--- src/huf_pkg.sv ---
// Shared constants and types for the host serial link with flow control
package huf_pkg;
  localparam int CLK_HZ = 100_000_000;
  localparam int BAUD_MIN = 37_500;
  localparam int BAUD_MAX = 4_000_000;
  localparam int BAUD_DEF = 4_000_000;
  localparam int CHAR_ERR_LO_PM = -25;
  localparam int CHAR_ERR_HI_PM = 15;
  localparam int BIT_ERR_PM = 125;
  localparam int FLOW_START_NS = 2000;
  localparam int FLOW_START_CYC =
    (FLOW_START_NS * (CLK_HZ / 1_000_000) + 999) / 1000;
  localparam int DRAIN_CHARS = 16;
  localparam int FILL_DIV = 4;
  localparam int DATA_BITS_DEF = 8;
  localparam int RX_DEPTH_DEF = 64;
  localparam logic LINE_IDLE = 1'b1;
  localparam logic LINE_START = 1'b0;
  localparam logic LINE_STOP = 1'b1;
  localparam logic FLOW_GO = 1'b0;
  localparam logic FLOW_HOLD = 1'b1;
  typedef enum logic [2:0] {
    HUF_IDLE = 3'h0,
    HUF_START = 3'h1,
    HUF_DATA = 3'h3,
    HUF_PAR = 3'h2,
    HUF_STOP = 3'h6
  } huf_state_e;
endpackage

--- src/huf_if.sv ---
// Serial lines and flow-control lines joining the device and host ends
`timescale 1ns/1ps
interface huf_if;
  logic d2h_line;
  logic h2d_line;
  logic cts_n;
  logic rts_n;
  modport dev (output d2h_line, output rts_n, input h2d_line, input cts_n);
  modport host (input d2h_line, input rts_n, output h2d_line,
    output cts_n);
endinterface

--- src/huf_dev_end.sv ---
// Device end: transmit engine, receive buffer and flow control
// Notes on behaviour
// RL1: Start, data LSB first, optional parity, stop.
// RL2: Character timing error within -2.5% and +1.5%.
// RL3: Each bit within 12.5% of nominal.
// RL4: Device may transmit after clear-to-send falls.
// RL5: Clear-to-send high one bit; stop within character.
// RL6: Host sends after request-to-send falls.
// RL7: Request-to-send rises at quarter full; accept 16.
// RL8: Parity selectable; both ends configured alike.
`timescale 1ns/1ps

module huf_ser_tx #(
  parameter int DIV = 25,
  parameter int DATA_BITS = 8
) (
  input wire logic clk,
  input wire logic sys_rst,
  input wire logic go,
  input wire logic par_en,
  input wire logic par_odd,
  input wire logic [DATA_BITS-1:0] data,
  input wire logic valid,
  output logic ready_ff,
  output logic line_ff
);
  import huf_pkg::*;
  localparam int CW = $clog2(DIV + 1);
  localparam int IW = $clog2(DATA_BITS + 1);
  huf_state_e st_ff, nxt_st;
  logic [CW-1:0] cnt_ff, nxt_cnt;
  logic [IW-1:0] idx_ff, nxt_idx;
  logic [DATA_BITS-1:0] sh_ff, nxt_sh;
  logic par_ff, nxt_par, nxt_line, nxt_ready, tick;

  // Integer divider, so every bit lasts exactly DIV cycles
  assign tick = (cnt_ff == CW'(DIV - 1)); // see RL3

  always_comb begin
    nxt_st = st_ff;
    nxt_cnt = tick ? '0 : cnt_ff + 1'b1;
    nxt_idx = idx_ff;
    nxt_sh = sh_ff;
    nxt_par = par_ff;
    nxt_line = line_ff;
    case (st_ff)
      HUF_IDLE: begin
        nxt_cnt = '0;
        nxt_line = LINE_IDLE;
        if (valid && ready_ff) begin // see RL4
          nxt_sh = data;
          nxt_par = par_odd;
          nxt_st = HUF_START;
          nxt_line = LINE_START; // see RL1
        end
      end
      HUF_START: if (tick) begin
        nxt_st = HUF_DATA;
        nxt_idx = '0;
        nxt_line = sh_ff[0];
      end
      HUF_DATA: if (tick) begin
        nxt_par = par_ff ^ sh_ff[0];
        nxt_sh = sh_ff >> 1;
        nxt_idx = idx_ff + 1'b1;
        if (idx_ff == IW'(DATA_BITS - 1)) begin
          nxt_st = par_en ? HUF_PAR : HUF_STOP; // see RL8
          nxt_line = par_en ? (par_ff ^ sh_ff[0]) : LINE_STOP;
        end else begin
          nxt_line = sh_ff[1]; // see RL1
        end
      end
      HUF_PAR: if (tick) begin
        nxt_st = HUF_STOP;
        nxt_line = LINE_STOP;
      end
      HUF_STOP: if (tick) nxt_st = HUF_IDLE;
      default: nxt_st = HUF_IDLE;
    endcase
    // Go is only looked at between characters, so a hold lets the current frame finish
    nxt_ready = (nxt_st == HUF_IDLE) && go; // see RL5
  end

  always_ff @(posedge clk) begin
    if (sys_rst) begin
      st_ff <= HUF_IDLE;
      cnt_ff <= '0;
      idx_ff <= '0;
      sh_ff <= '0;
      par_ff <= 1'b0;
      line_ff <= LINE_IDLE;
      ready_ff <= 1'b0;
    end else begin
      st_ff <= nxt_st;
      cnt_ff <= nxt_cnt;
      idx_ff <= nxt_idx;
      sh_ff <= nxt_sh;
      par_ff <= nxt_par;
      line_ff <= nxt_line;
      ready_ff <= nxt_ready;
    end
  end
endmodule // huf_ser_tx

module huf_dev_end #(
  parameter int BAUD = huf_pkg::BAUD_DEF,
  parameter int DATA_BITS = huf_pkg::DATA_BITS_DEF,
  parameter int RX_DEPTH = huf_pkg::RX_DEPTH_DEF
) (
  input wire logic clk,
  input wire logic sys_rst,
  huf_if.dev lnk,
  input wire logic par_en,
  input wire logic par_odd,
  input wire logic [DATA_BITS-1:0] tx_data,
  input wire logic tx_valid,
  output logic tx_ready,
  output logic [DATA_BITS-1:0] rx_data_ff,
  output logic rx_valid_ff,
  input wire logic rx_ready,
  output logic rx_par_err,
  output logic rx_frm_err,
  output logic rx_overrun_ff
);
  import huf_pkg::*;
  localparam int DIV = (CLK_HZ + BAUD / 2) / BAUD;
  localparam longint ERR_PM =
    (longint'(CLK_HZ) * 1000) / (longint'(DIV) * BAUD) - 1000;
  localparam int AW = $clog2(RX_DEPTH);
  localparam int LW = $clog2(RX_DEPTH + 1);
  localparam int SW = $clog2(FLOW_START_CYC + 1);
  localparam int THRESH = RX_DEPTH / FILL_DIV;

  if (BAUD < BAUD_MIN || BAUD > BAUD_MAX || DIV < 4)
    $error("baud rate out of range");
  if (ERR_PM < CHAR_ERR_LO_PM || ERR_PM > CHAR_ERR_HI_PM) // see RL2
    $error("baud divider too coarse");
  if (DATA_BITS < 5 || DATA_BITS > 9)
    $error("data length unsupported");
  if (RX_DEPTH < 4 || (RX_DEPTH & (RX_DEPTH - 1)) != 0 ||
      RX_DEPTH - THRESH < DRAIN_CHARS + 1) // see RL7
    $error("receive buffer too small");

  logic [DATA_BITS-1:0] mem_ff [RX_DEPTH];
  logic [AW-1:0] wr_ff, nxt_wr, rd_ff, nxt_rd;
  logic [LW-1:0] lvl_ff, nxt_lvl;
  logic [SW-1:0] wait_ff, nxt_wait;
  logic [DATA_BITS-1:0] nxt_rx_data, ch_data;
  logic nxt_rx_valid, nxt_ovr, rts_n_ff, nxt_rts_n, go_ff, nxt_go;
  logic ch_valid, push, pop;

  huf_ser_tx #(.DIV(DIV), .DATA_BITS(DATA_BITS)) u_tx (
    .clk(clk),
    .sys_rst(sys_rst),
    .go(go_ff),
    .par_en(par_en),
    .par_odd(par_odd),
    .data(tx_data),
    .valid(tx_valid),
    .ready_ff(tx_ready),
    .line_ff(lnk.d2h_line)
  );

  huf_ser_rx #(.DIV(DIV), .DATA_BITS(DATA_BITS)) u_rx (
    .clk(clk),
    .sys_rst(sys_rst),
    .line(lnk.h2d_line),
    .par_en(par_en),
    .par_odd(par_odd),
    .data_ff(ch_data),
    .valid_ff(ch_valid),
    .par_err_ff(rx_par_err),
    .frm_err_ff(rx_frm_err)
  );

  assign lnk.rts_n = rts_n_ff;

  always_comb begin
    nxt_wait = wait_ff;
    if (lnk.cts_n == FLOW_HOLD) begin
      nxt_wait = '0;
    end else if (wait_ff != SW'(FLOW_START_CYC)) begin
      nxt_wait = wait_ff + 1'b1;
    end
    // Hold takes effect at once; go waits out the start delay
    nxt_go = (lnk.cts_n == FLOW_GO) &&
      (wait_ff == SW'(FLOW_START_CYC)); // see RL4
  end

  always_comb begin
    push = ch_valid && (lvl_ff != LW'(RX_DEPTH));
    pop = (lvl_ff != '0) && (!rx_valid_ff || rx_ready);
    nxt_wr = push ? wr_ff + 1'b1 : wr_ff;
    nxt_rd = pop ? rd_ff + 1'b1 : rd_ff;
    nxt_lvl = lvl_ff + LW'(push) - LW'(pop);
    nxt_rx_data = pop ? mem_ff[rd_ff] : rx_data_ff;
    nxt_rx_valid = pop || (rx_valid_ff && !rx_ready);
    // Overrun only when the host ignored the hold for too long
    nxt_ovr = ch_valid && (lvl_ff == LW'(RX_DEPTH));
    nxt_rts_n = (nxt_lvl >= LW'(THRESH)) ? FLOW_HOLD : FLOW_GO; // see RL7
  end

  always_ff @(posedge clk) begin
    if (push) mem_ff[wr_ff] <= ch_data;
  end

  always_ff @(posedge clk) begin
    if (sys_rst) begin
      wr_ff <= '0;
      rd_ff <= '0;
      lvl_ff <= '0;
      wait_ff <= '0;
      go_ff <= 1'b0;
      rts_n_ff <= FLOW_HOLD;
      rx_data_ff <= '0;
      rx_valid_ff <= 1'b0;
      rx_overrun_ff <= 1'b0;
    end else begin
      wr_ff <= nxt_wr;
      rd_ff <= nxt_rd;
      lvl_ff <= nxt_lvl;
      wait_ff <= nxt_wait;
      go_ff <= nxt_go;
      rts_n_ff <= nxt_rts_n;
      rx_data_ff <= nxt_rx_data;
      rx_valid_ff <= nxt_rx_valid;
      rx_overrun_ff <= nxt_ovr;
    end
  end
endmodule // huf_dev_end

--- src/huf_host_end.sv ---
// Host end, flow control and the receive engine both ends share
`timescale 1ns/1ps
module huf_ser_rx #(
  parameter int DIV = 25,
  parameter int DATA_BITS = 8
) (
  input wire logic clk,
  input wire logic sys_rst,
  input wire logic line,
  input wire logic par_en,
  input wire logic par_odd,
  output logic [DATA_BITS-1:0] data_ff,
  output logic valid_ff,
  output logic par_err_ff,
  output logic frm_err_ff
);
  import huf_pkg::*;
  localparam int CW = $clog2(DIV + 1);
  localparam int IW = $clog2(DATA_BITS + 1);
  huf_state_e st_ff, nxt_st;
  logic [CW-1:0] cnt_ff, nxt_cnt;
  logic [IW-1:0] idx_ff, nxt_idx;
  logic [DATA_BITS-1:0] nxt_data;
  logic par_ff, nxt_par, nxt_valid, nxt_perr, nxt_ferr, tick;

  assign tick = (cnt_ff == CW'(DIV - 1));

  always_comb begin
    nxt_st = st_ff;
    nxt_cnt = tick ? '0 : cnt_ff + 1'b1;
    nxt_idx = idx_ff;
    nxt_data = data_ff;
    nxt_par = par_ff;
    nxt_valid = 1'b0;
    nxt_perr = par_err_ff;
    nxt_ferr = frm_err_ff;
    case (st_ff)
      HUF_IDLE: begin
        nxt_cnt = '0;
        if (line == LINE_START) nxt_st = HUF_START;
      end
      // Sampling at mid-bit leaves half a bit of margin for drift
      HUF_START: if (cnt_ff == CW'(DIV / 2 - 1)) begin // see RL3
        nxt_cnt = '0;
        nxt_idx = '0;
        nxt_par = par_odd;
        nxt_st = (line == LINE_START) ? HUF_DATA : HUF_IDLE;
      end
      HUF_DATA: if (tick) begin
        nxt_data = {line, data_ff[DATA_BITS-1:1]}; // see RL1
        nxt_par = par_ff ^ line;
        nxt_idx = idx_ff + 1'b1;
        if (idx_ff == IW'(DATA_BITS - 1))
          nxt_st = par_en ? HUF_PAR : HUF_STOP; // see RL8
      end
      HUF_PAR: if (tick) begin
        nxt_par = par_ff ^ line;
        nxt_st = HUF_STOP;
      end
      HUF_STOP: if (tick) begin
        nxt_valid = 1'b1;
        nxt_perr = par_en && nxt_par;
        nxt_ferr = (line != LINE_STOP);
        nxt_st = HUF_IDLE;
      end
      default: nxt_st = HUF_IDLE;
    endcase
  end

  always_ff @(posedge clk) begin
    if (sys_rst) begin
      st_ff <= HUF_IDLE;
      cnt_ff <= '0;
      idx_ff <= '0;
      par_ff <= 1'b0;
      data_ff <= '0;
      valid_ff <= 1'b0;
      par_err_ff <= 1'b0;
      frm_err_ff <= 1'b0;
    end else begin
      st_ff <= nxt_st;
      cnt_ff <= nxt_cnt;
      idx_ff <= nxt_idx;
      par_ff <= nxt_par;
      data_ff <= nxt_data;
      valid_ff <= nxt_valid;
      par_err_ff <= nxt_perr;
      frm_err_ff <= nxt_ferr;
    end
  end
endmodule // huf_ser_rx
 // huf_host_end

--- src/flat_wrapper.sv ---
// flat-port wrapper written by rule: the top's interface ports become plain ports
module huf_dev_end_flat import huf_pkg::*;
#(
  parameter int BAUD = huf_pkg::BAUD_DEF,
  parameter int DATA_BITS = huf_pkg::DATA_BITS_DEF,
  parameter int RX_DEPTH = huf_pkg::RX_DEPTH_DEF
)
  (clk, sys_rst, par_en, par_odd, tx_data, tx_valid, tx_ready, rx_data_ff, rx_valid_ff, rx_ready, rx_par_err, rx_frm_err, rx_overrun_ff, lnk_d2h_line, lnk_rts_n, lnk_h2d_line, lnk_cts_n);
  huf_if lnk_i ();
  input wire logic clk;
  input wire logic sys_rst;
  input wire logic par_en;
  input wire logic par_odd;
  input wire logic [DATA_BITS-1:0] tx_data;
  input wire logic tx_valid;
  output logic tx_ready;
  output logic [DATA_BITS-1:0] rx_data_ff;
  output logic rx_valid_ff;
  input wire logic rx_ready;
  output logic rx_par_err;
  output logic rx_frm_err;
  output logic rx_overrun_ff;
  output wire logic [$bits(lnk_i.d2h_line)-1:0] lnk_d2h_line;
  output wire logic [$bits(lnk_i.rts_n)-1:0] lnk_rts_n;
  input wire logic [$bits(lnk_i.h2d_line)-1:0] lnk_h2d_line;
  input wire logic [$bits(lnk_i.cts_n)-1:0] lnk_cts_n;
  assign lnk_d2h_line = lnk_i.d2h_line;
  assign lnk_rts_n = lnk_i.rts_n;
  assign lnk_i.h2d_line = lnk_h2d_line;
  assign lnk_i.cts_n = lnk_cts_n;
  huf_dev_end #(.BAUD(BAUD), .DATA_BITS(DATA_BITS), .RX_DEPTH(RX_DEPTH)) u_core (.clk(clk), .sys_rst(sys_rst), .lnk(lnk_i), .par_en(par_en), .par_odd(par_odd), .tx_data(tx_data), .tx_valid(tx_valid), .tx_ready(tx_ready), .rx_data_ff(rx_data_ff), .rx_valid_ff(rx_valid_ff), .rx_ready(rx_ready), .rx_par_err(rx_par_err), .rx_frm_err(rx_frm_err), .rx_overrun_ff(rx_overrun_ff));
endmodule
--- config.mk ---
export PLATFORM = sky130hd
export DESIGN_NAME = huf_dev_end_flat
export DESIGN_NICKNAME = d
export VERILOG_FILES = /design/src/huf_pkg.sv /design/src/huf_if.sv /design/src/huf_dev_end.sv /design/src/huf_host_end.sv /design/src/flat_wrapper.sv
export SDC_FILE = /design/constraint.sdc
export NUM_CORES = 1
export LEC_CHECK = 0
export BUFFER_PORTS_ARGS = -buffer_cell sky130_fd_sc_hd__buf_2
export CORE_MARGIN = 3
export CORE_UTILIZATION = 57
export DETAILED_ROUTE_END_ITERATION = 7
export GPL_ROUTABILITY_DRIVEN = 0
export HOLD_SLACK_MARGIN = 0.03
export PLACE_DENSITY_LB_ADDON = 0.12
export SLEW_MARGIN = 10
export SYNTH_ARGS = -nofsm -noshare
export SYNTH_HDL_FRONTEND = slang
export SYNTH_HIERARCHICAL = 1
export SYNTH_SLANG_ARGS = --single-unit
--- constraint.sdc ---
create_clock -name clk -period 3.3 [get_ports clk]
set_clock_uncertainty 0.05 [all_clocks]
set_input_delay 0.66 -clock clk [delete_from_list [all_inputs] [get_ports clk]]
set_output_delay 0.66 -clock clk [all_outputs]
set_load 0.02 [all_outputs]
* Yosys cells after proc, flatten, opt, wreduce, memory -nomap -nowiden
Memory sizes are Yosys's and may differ from the RTL's. A register that Yosys moved wholly into a read port is not among the register bits.
Cells that the tools add are included.
** Cells by class
- Equality and inequality tests :: 28
- $add $sub $neg :: 9
- Bitwise gates (word level) :: 5
- Reductions and logical operators :: 33
- Magnitude comparators :: 1
- Muxes and demuxes :: 45
** Operators with widths (number)
- $mux W3 :: 13
- $pmux W3 S5 :: 2
- $ne A2 B2 Y1 const B :: 10
- $mux W4 :: 4
- $mux W8 :: 2
- $pmux W4 S2 :: 2
- $pmux W8 S2 :: 1
- $mux W1 :: 14
- $add A6 B1 Y6 const B :: 2
- $eq A3 B2 Y1 const B :: 4
- $reduce_and A3 Y1 :: 4
- $add A5 B1 Y5 const B :: 2
- $eq A5 B5 Y1 const B :: 2
- $mux W5 :: 2
- $pmux W5 S2 :: 1
- $logic_not A3 Y1 :: 3
- $add A4 B1 Y4 const B :: 2
- $add A8 B1 Y8 const B :: 1
- $eq A4 B3 Y1 const B :: 2
- $eq A8 B8 Y1 const B :: 1
- $logic_and A1 B1 Y1 :: 8
- $ne A8 B8 Y1 const B :: 1
- $reduce_bool A2 Y1 :: 4
- $add A7 B1 Y7 :: 1
- 22 further kinds :: 33
** Storage, ports and cells
- Input port bits :: 16
- Memories kept :: 1
- Output and inout bits :: 15
- Bits in writable memories :: 512
- Bits in registers :: 78
** Memories
- u_core.mem_ff :: depth 64, width 8, rd ports 1, clocked after memory_dff 1, wr ports 1, line huf_dev_end.sv:144 : logic [DATA_BITS-1:0] mem_ff [RX_DEPTH];

* Depth between registers and ports, before layout
- Word-level depth :: 6
- Mapped depth :: 16
- Gate-level depth less buffers :: 16

* Modules after synthesis
Netlist, hierarchy kept.
** By module, submodules not included
- huf_dev_end :: sequential area each 16155.5 um2, area each 21780.9 um2, cells an instance 1205, instances 1
- huf_ser_tx :: sequential area each 460.4 um2, area each 1152.4 um2, cells an instance 137, instances 1
- huf_ser_rx :: sequential area each 480.5 um2, area each 1117.3 um2, cells an instance 128, instances 1

* Least setup slack after synthesis
Ideal clock, no wire load.
- Kind :: register to register
- From :: reg u_core.lvl_ff[2]
- To :: reg u_core.rts_n_ff (netlist: u_core/lnk.rts_n)
- Buffers on the path :: 0
- Period minus slack after synthesis :: 3.140 ns
- Arrival :: 2.959 ns
- Data required time :: 3.119 ns
- Path slack :: 0.160 ns
- Cell stages (with the launch flop) :: 17
- Cell sequence :: dfxtp_1 inv_1 ha_1 and4bb_1 a21oi_2 inv_1 ha_1 inv_1 ha_1 inv_1 fa_1 nand2b_1 a21oi_1 o21a_1 or4_1 nand3_1 nand4b_1
** Between the ends
- Word-level cells in the longest chain between the ends :: 6
- Elaborated cells on any way between the ends :: 8
- Those cells by class :: add/sub: 2; order compare: 1; eq/ne: 1; mux: 1; reduce/logical: 3
** RTL lines
- start, declared :: line huf_dev_end.sv:146 : logic [LW-1:0] lvl_ff, nxt_lvl;
- start signal, assigned :: line huf_dev_end.sv:221 : lvl_ff <= nxt_lvl;
- $ne A7 B7 Y1 :: line huf_dev_end.sv:191 : push = ch_valid && (lvl_ff != LW'(RX_DEPTH));
- $logic_and A1 B1 Y1 :: line huf_dev_end.sv:191
- $add A7 B1 Y7 :: line huf_dev_end.sv:195 : nxt_lvl = lvl_ff + LW'(push) - LW'(pop);
- $sub A7 B1 Y7 * :: line huf_dev_end.sv:195
- $ge A7 B5 Y1 * :: line huf_dev_end.sv:200 : nxt_rts_n = (nxt_lvl >= LW'(THRESH)) ? FLOW_HOLD : FLOW_GO;
- $mux W1 * :: line huf_dev_end.sv:200
- end signal, assigned :: line huf_dev_end.sv:224 : rts_n_ff <= nxt_rts_n;
- end, declared :: line huf_dev_end.sv:149 : logic nxt_rx_valid, nxt_ovr, rts_n_ff, nxt_rts_n, go_ff, nxt_go;
Mark *: on every way between the ends. The rest lies on a longest branch, timed or not.
A chain may end at the register's enable or synchronous reset.

* Worst setup path after layout
Ends and elaborated chain as after synthesis.

==> impl_metrics.toml <==
[route]
dr_total_vias = 13200
drt-total-wl_um = 52000
post_drt_wl_per_cell_um = 23.9
drtPass1Iterations = 5
drt_iter0_drc = 1319
met2WireLength_um = 24700
ant_nets = 0
wl_met3_um = 3700
dr.max_layer_used = "met4"
post-route-drc-count = 0
m1WireLength_um = 22500
avgViaCountPerCell = 6.07

[pwr]
p_seq_frac = 0.477
peakVddDrop_mv = 0.509
total_power_mw = 17.7
clock_power_share = 0.357
p_per_area_mw_per_mm2 = 651
leakagePower_nw = 8.97
p_int_mw = 13.3
power_frac_comb = 0.166
p_sw_mw = 4.43
swShare = 0.250

[timing]
setup_slack_ps = 198
min_period_over_period = 0.940
fin_tns_setup_ps = 0
setup_viol = 0
rsz0062_at_grt = "no"
worst_slew_pin_slew_ps = 942
hold_slack_ps = 284
fin_crit_ps = 3100
hold_violations = 0
drv_slew = 0
fmax_ghz = 0.322
relSlewSlack = 0.372

[place]
place_area_mm2 = 0.0254
dp_cells = 2069
dp_hpwl_um = 32800
numPortBuffers = 30
post-place-ws_ps = 220

[floorplanning]
die_y_um = 211
start_util = 0.582
core-area_mm2 = 0.0413
io_pins = 31
rows = 74
die-area_mm2 = 0.0447
die_x_um = 211

[yosys]
syn_inst = 1470
yosysSeqAreaShare = 0.711
synth_area_mm2 = 0.0241
synth_cell_types = 72
synth_edf_count = 512
ys_ff_latch = 598
synth_flop_cell = "edfxtp_1"
ys_warn_count = 6
avgSynthCellArea_um2 = 16.4
async_flop_share = 0
syn-num-nets = 1506

[layout]
syn_to_final_growth_pct = 13.3
n_antenna_cell = 0
final_util = 0.660
final_common_cell = "edfxtp_1"
nNetsFinal = 1632
final_cell_mix = "edfxtp_1, nor2_1, buf_4"
fin_cells = 2173
fin_area_mm2 = 0.0272
drive_above_1_share = 0.220

[clock_tree]
cts_tree = "yes"
ctsHoldBuffers = 0
numCtsBuffers = 57
clockBufferDepth = 3
htree_levels = 2
cts_setup_buffers = 0
clock_latency_ps = 600
path_clk_slew_ps = 60
post_cts_resized = 0
root_buffer = "clkbuf_16"
clock_sinks = 598

[worst_setup_path]
path_max_fanout = 3
r2r_setup_slack_ps = 200
cp.required_ps = 3720
path_class = "flop to flop"
cp-start-kind = "flop"
cp.arrival_ps = 3520
cp-end-kind = "flop"

[global_route]
grt_max_degree = 67
grt_pass1_vias = 13100
antenna_found_initial = 0
grt_usage = 0.237
grt_overflow_total = 0
grt_pass1_wl_um = 79200

[worst_hold_path]
hold_path_class = "primary input to flop"

[run_status]
status = "complete, no violations"

[run]
cap_violations = 0
-- area by class of cell --
class                           instances  area [um^2]
Sequential cell                       598        17100
Fill cell                            2911        14100
Multi-Input combinational cell        763         6430
Clock buffer                           83         1680
Timing Repair Buffer                  150         1100
Tap cell                              532          666
Clock inverter                         21          150
Inverter                               26         97.6
-- synth_stat cells, drive strengths merged, types with 8 or more instances --
master / number / area, um^2
a22oi: 18 / 135
nor2: 129 / 487
mux2: 21 / 236
clkbuf: 34 / 129
nor2b: 13 / 81.3
a21oi: 41 / 209
buf: 49 / 300
dfxtp: 86 / 1720
nor3: 19 / 100
o211ai: 8 / 60.1
o21ai: 24 / 120
a311oi: 9 / 85.1
nand3: 34 / 170
mux2i: 110 / 1100
o22ai: 30 / 201
a31oi: 9 / 56.3
xnor2: 11 / 96.3
xor2: 16 / 140
nand3b: 10 / 75.1
ha: 19 / 238
nand2: 65 / 244
nand2b: 8 / 50.1
edfxtp: 512 / 15400
mux4: 77 / 1730
inv: 26 / 97.6
a211oi: 13 / 97.6
-- power by group through the flow --
stage | Clock, mW | Combinational [mW] | Sequential (mW)
after floorplan | 0 | 2.29 | 8.48
after global placement | 0 | 2.91 | 8.62
after detailed placement | 0 | 2.95 | 8.62
after CTS | 6.48 | 2.97 | 8.46
after global routing | 6.78 | 3.15 | 8.48
final | 6.34 | 2.94 | 8.46
-- state kept, by name, summed over array words and instances, names as in the netlist, 6 cells and up --
| register | cells |
|---|---|
| u_core/lvl_ff | 7 |
| u_core/rd_ff | 6 |
| u_core/wait_ff | 8 |
| u_core/mem_ff | 512 |
| u_core/rx_data_ff | 8 |
| u_core/u_rx/data_ff | 8 |
| u_core/wr_ff | 6 |
| u_core/u_tx/sh_ff | 8 |
-- critical path, cell delays in order, from the launching register on --
cell	delay [ps]
dfxtp_1	350
inv_1	70
ha_1	190
and4bb_1	230
a21oi_2	150
inv_1	80
ha_1	280
inv_1	40
ha_1	180
inv_1	80
fa_1	200
nand2b_1	110
a21oi_1	80
o21a_1	190
or4_1	470
nand3_1	100
nand4b_1	120
-- cell families after synthesis --
group | after synthesis | synth area share
and+or+nand+nor | 321 | 0.0650
xor gates and xnor gates | 27 | 0.00983
buffers and inverters | 109 | 0.0219
AOI/OAI and AO/OA | 187 | 0.0539
DFF | 598 | 0.711
muxes | 208 | 0.128
adders and majority gates | 20 | 0.0107
-- layer usage --
layer | vias to the layer above | GRT usage
met5 | - | 0
met3 | 71 | 0.0461
met1 | 6711 | 0.342
met2 | 415 | 0.378
li1 | 5995 | -
met4 | 0 | 0.0605
-- worst paths after layout --
path	from	to	cells after the start
worst min-delay path	tx_data[4]	u_core/u_tx/sh_ff[4]$_SDFFE_PP0P_	3
worst max-delay path	u_core/lvl_ff[2]$_SDFF_PP0_	u_core/lnk.rts_n$_SDFF_PP1_	16
worst min register to register	u_core/u_rx/valid_ff$_SDFF_PP0_	u_core/rx_overrun_ff$_SDFF_PP0_	2
worst max register to register	u_core/lvl_ff[2]$_SDFF_PP0_	u_core/lnk.rts_n$_SDFF_PP1_	16
No activity file was read; power rests on OpenSTA's default activity.
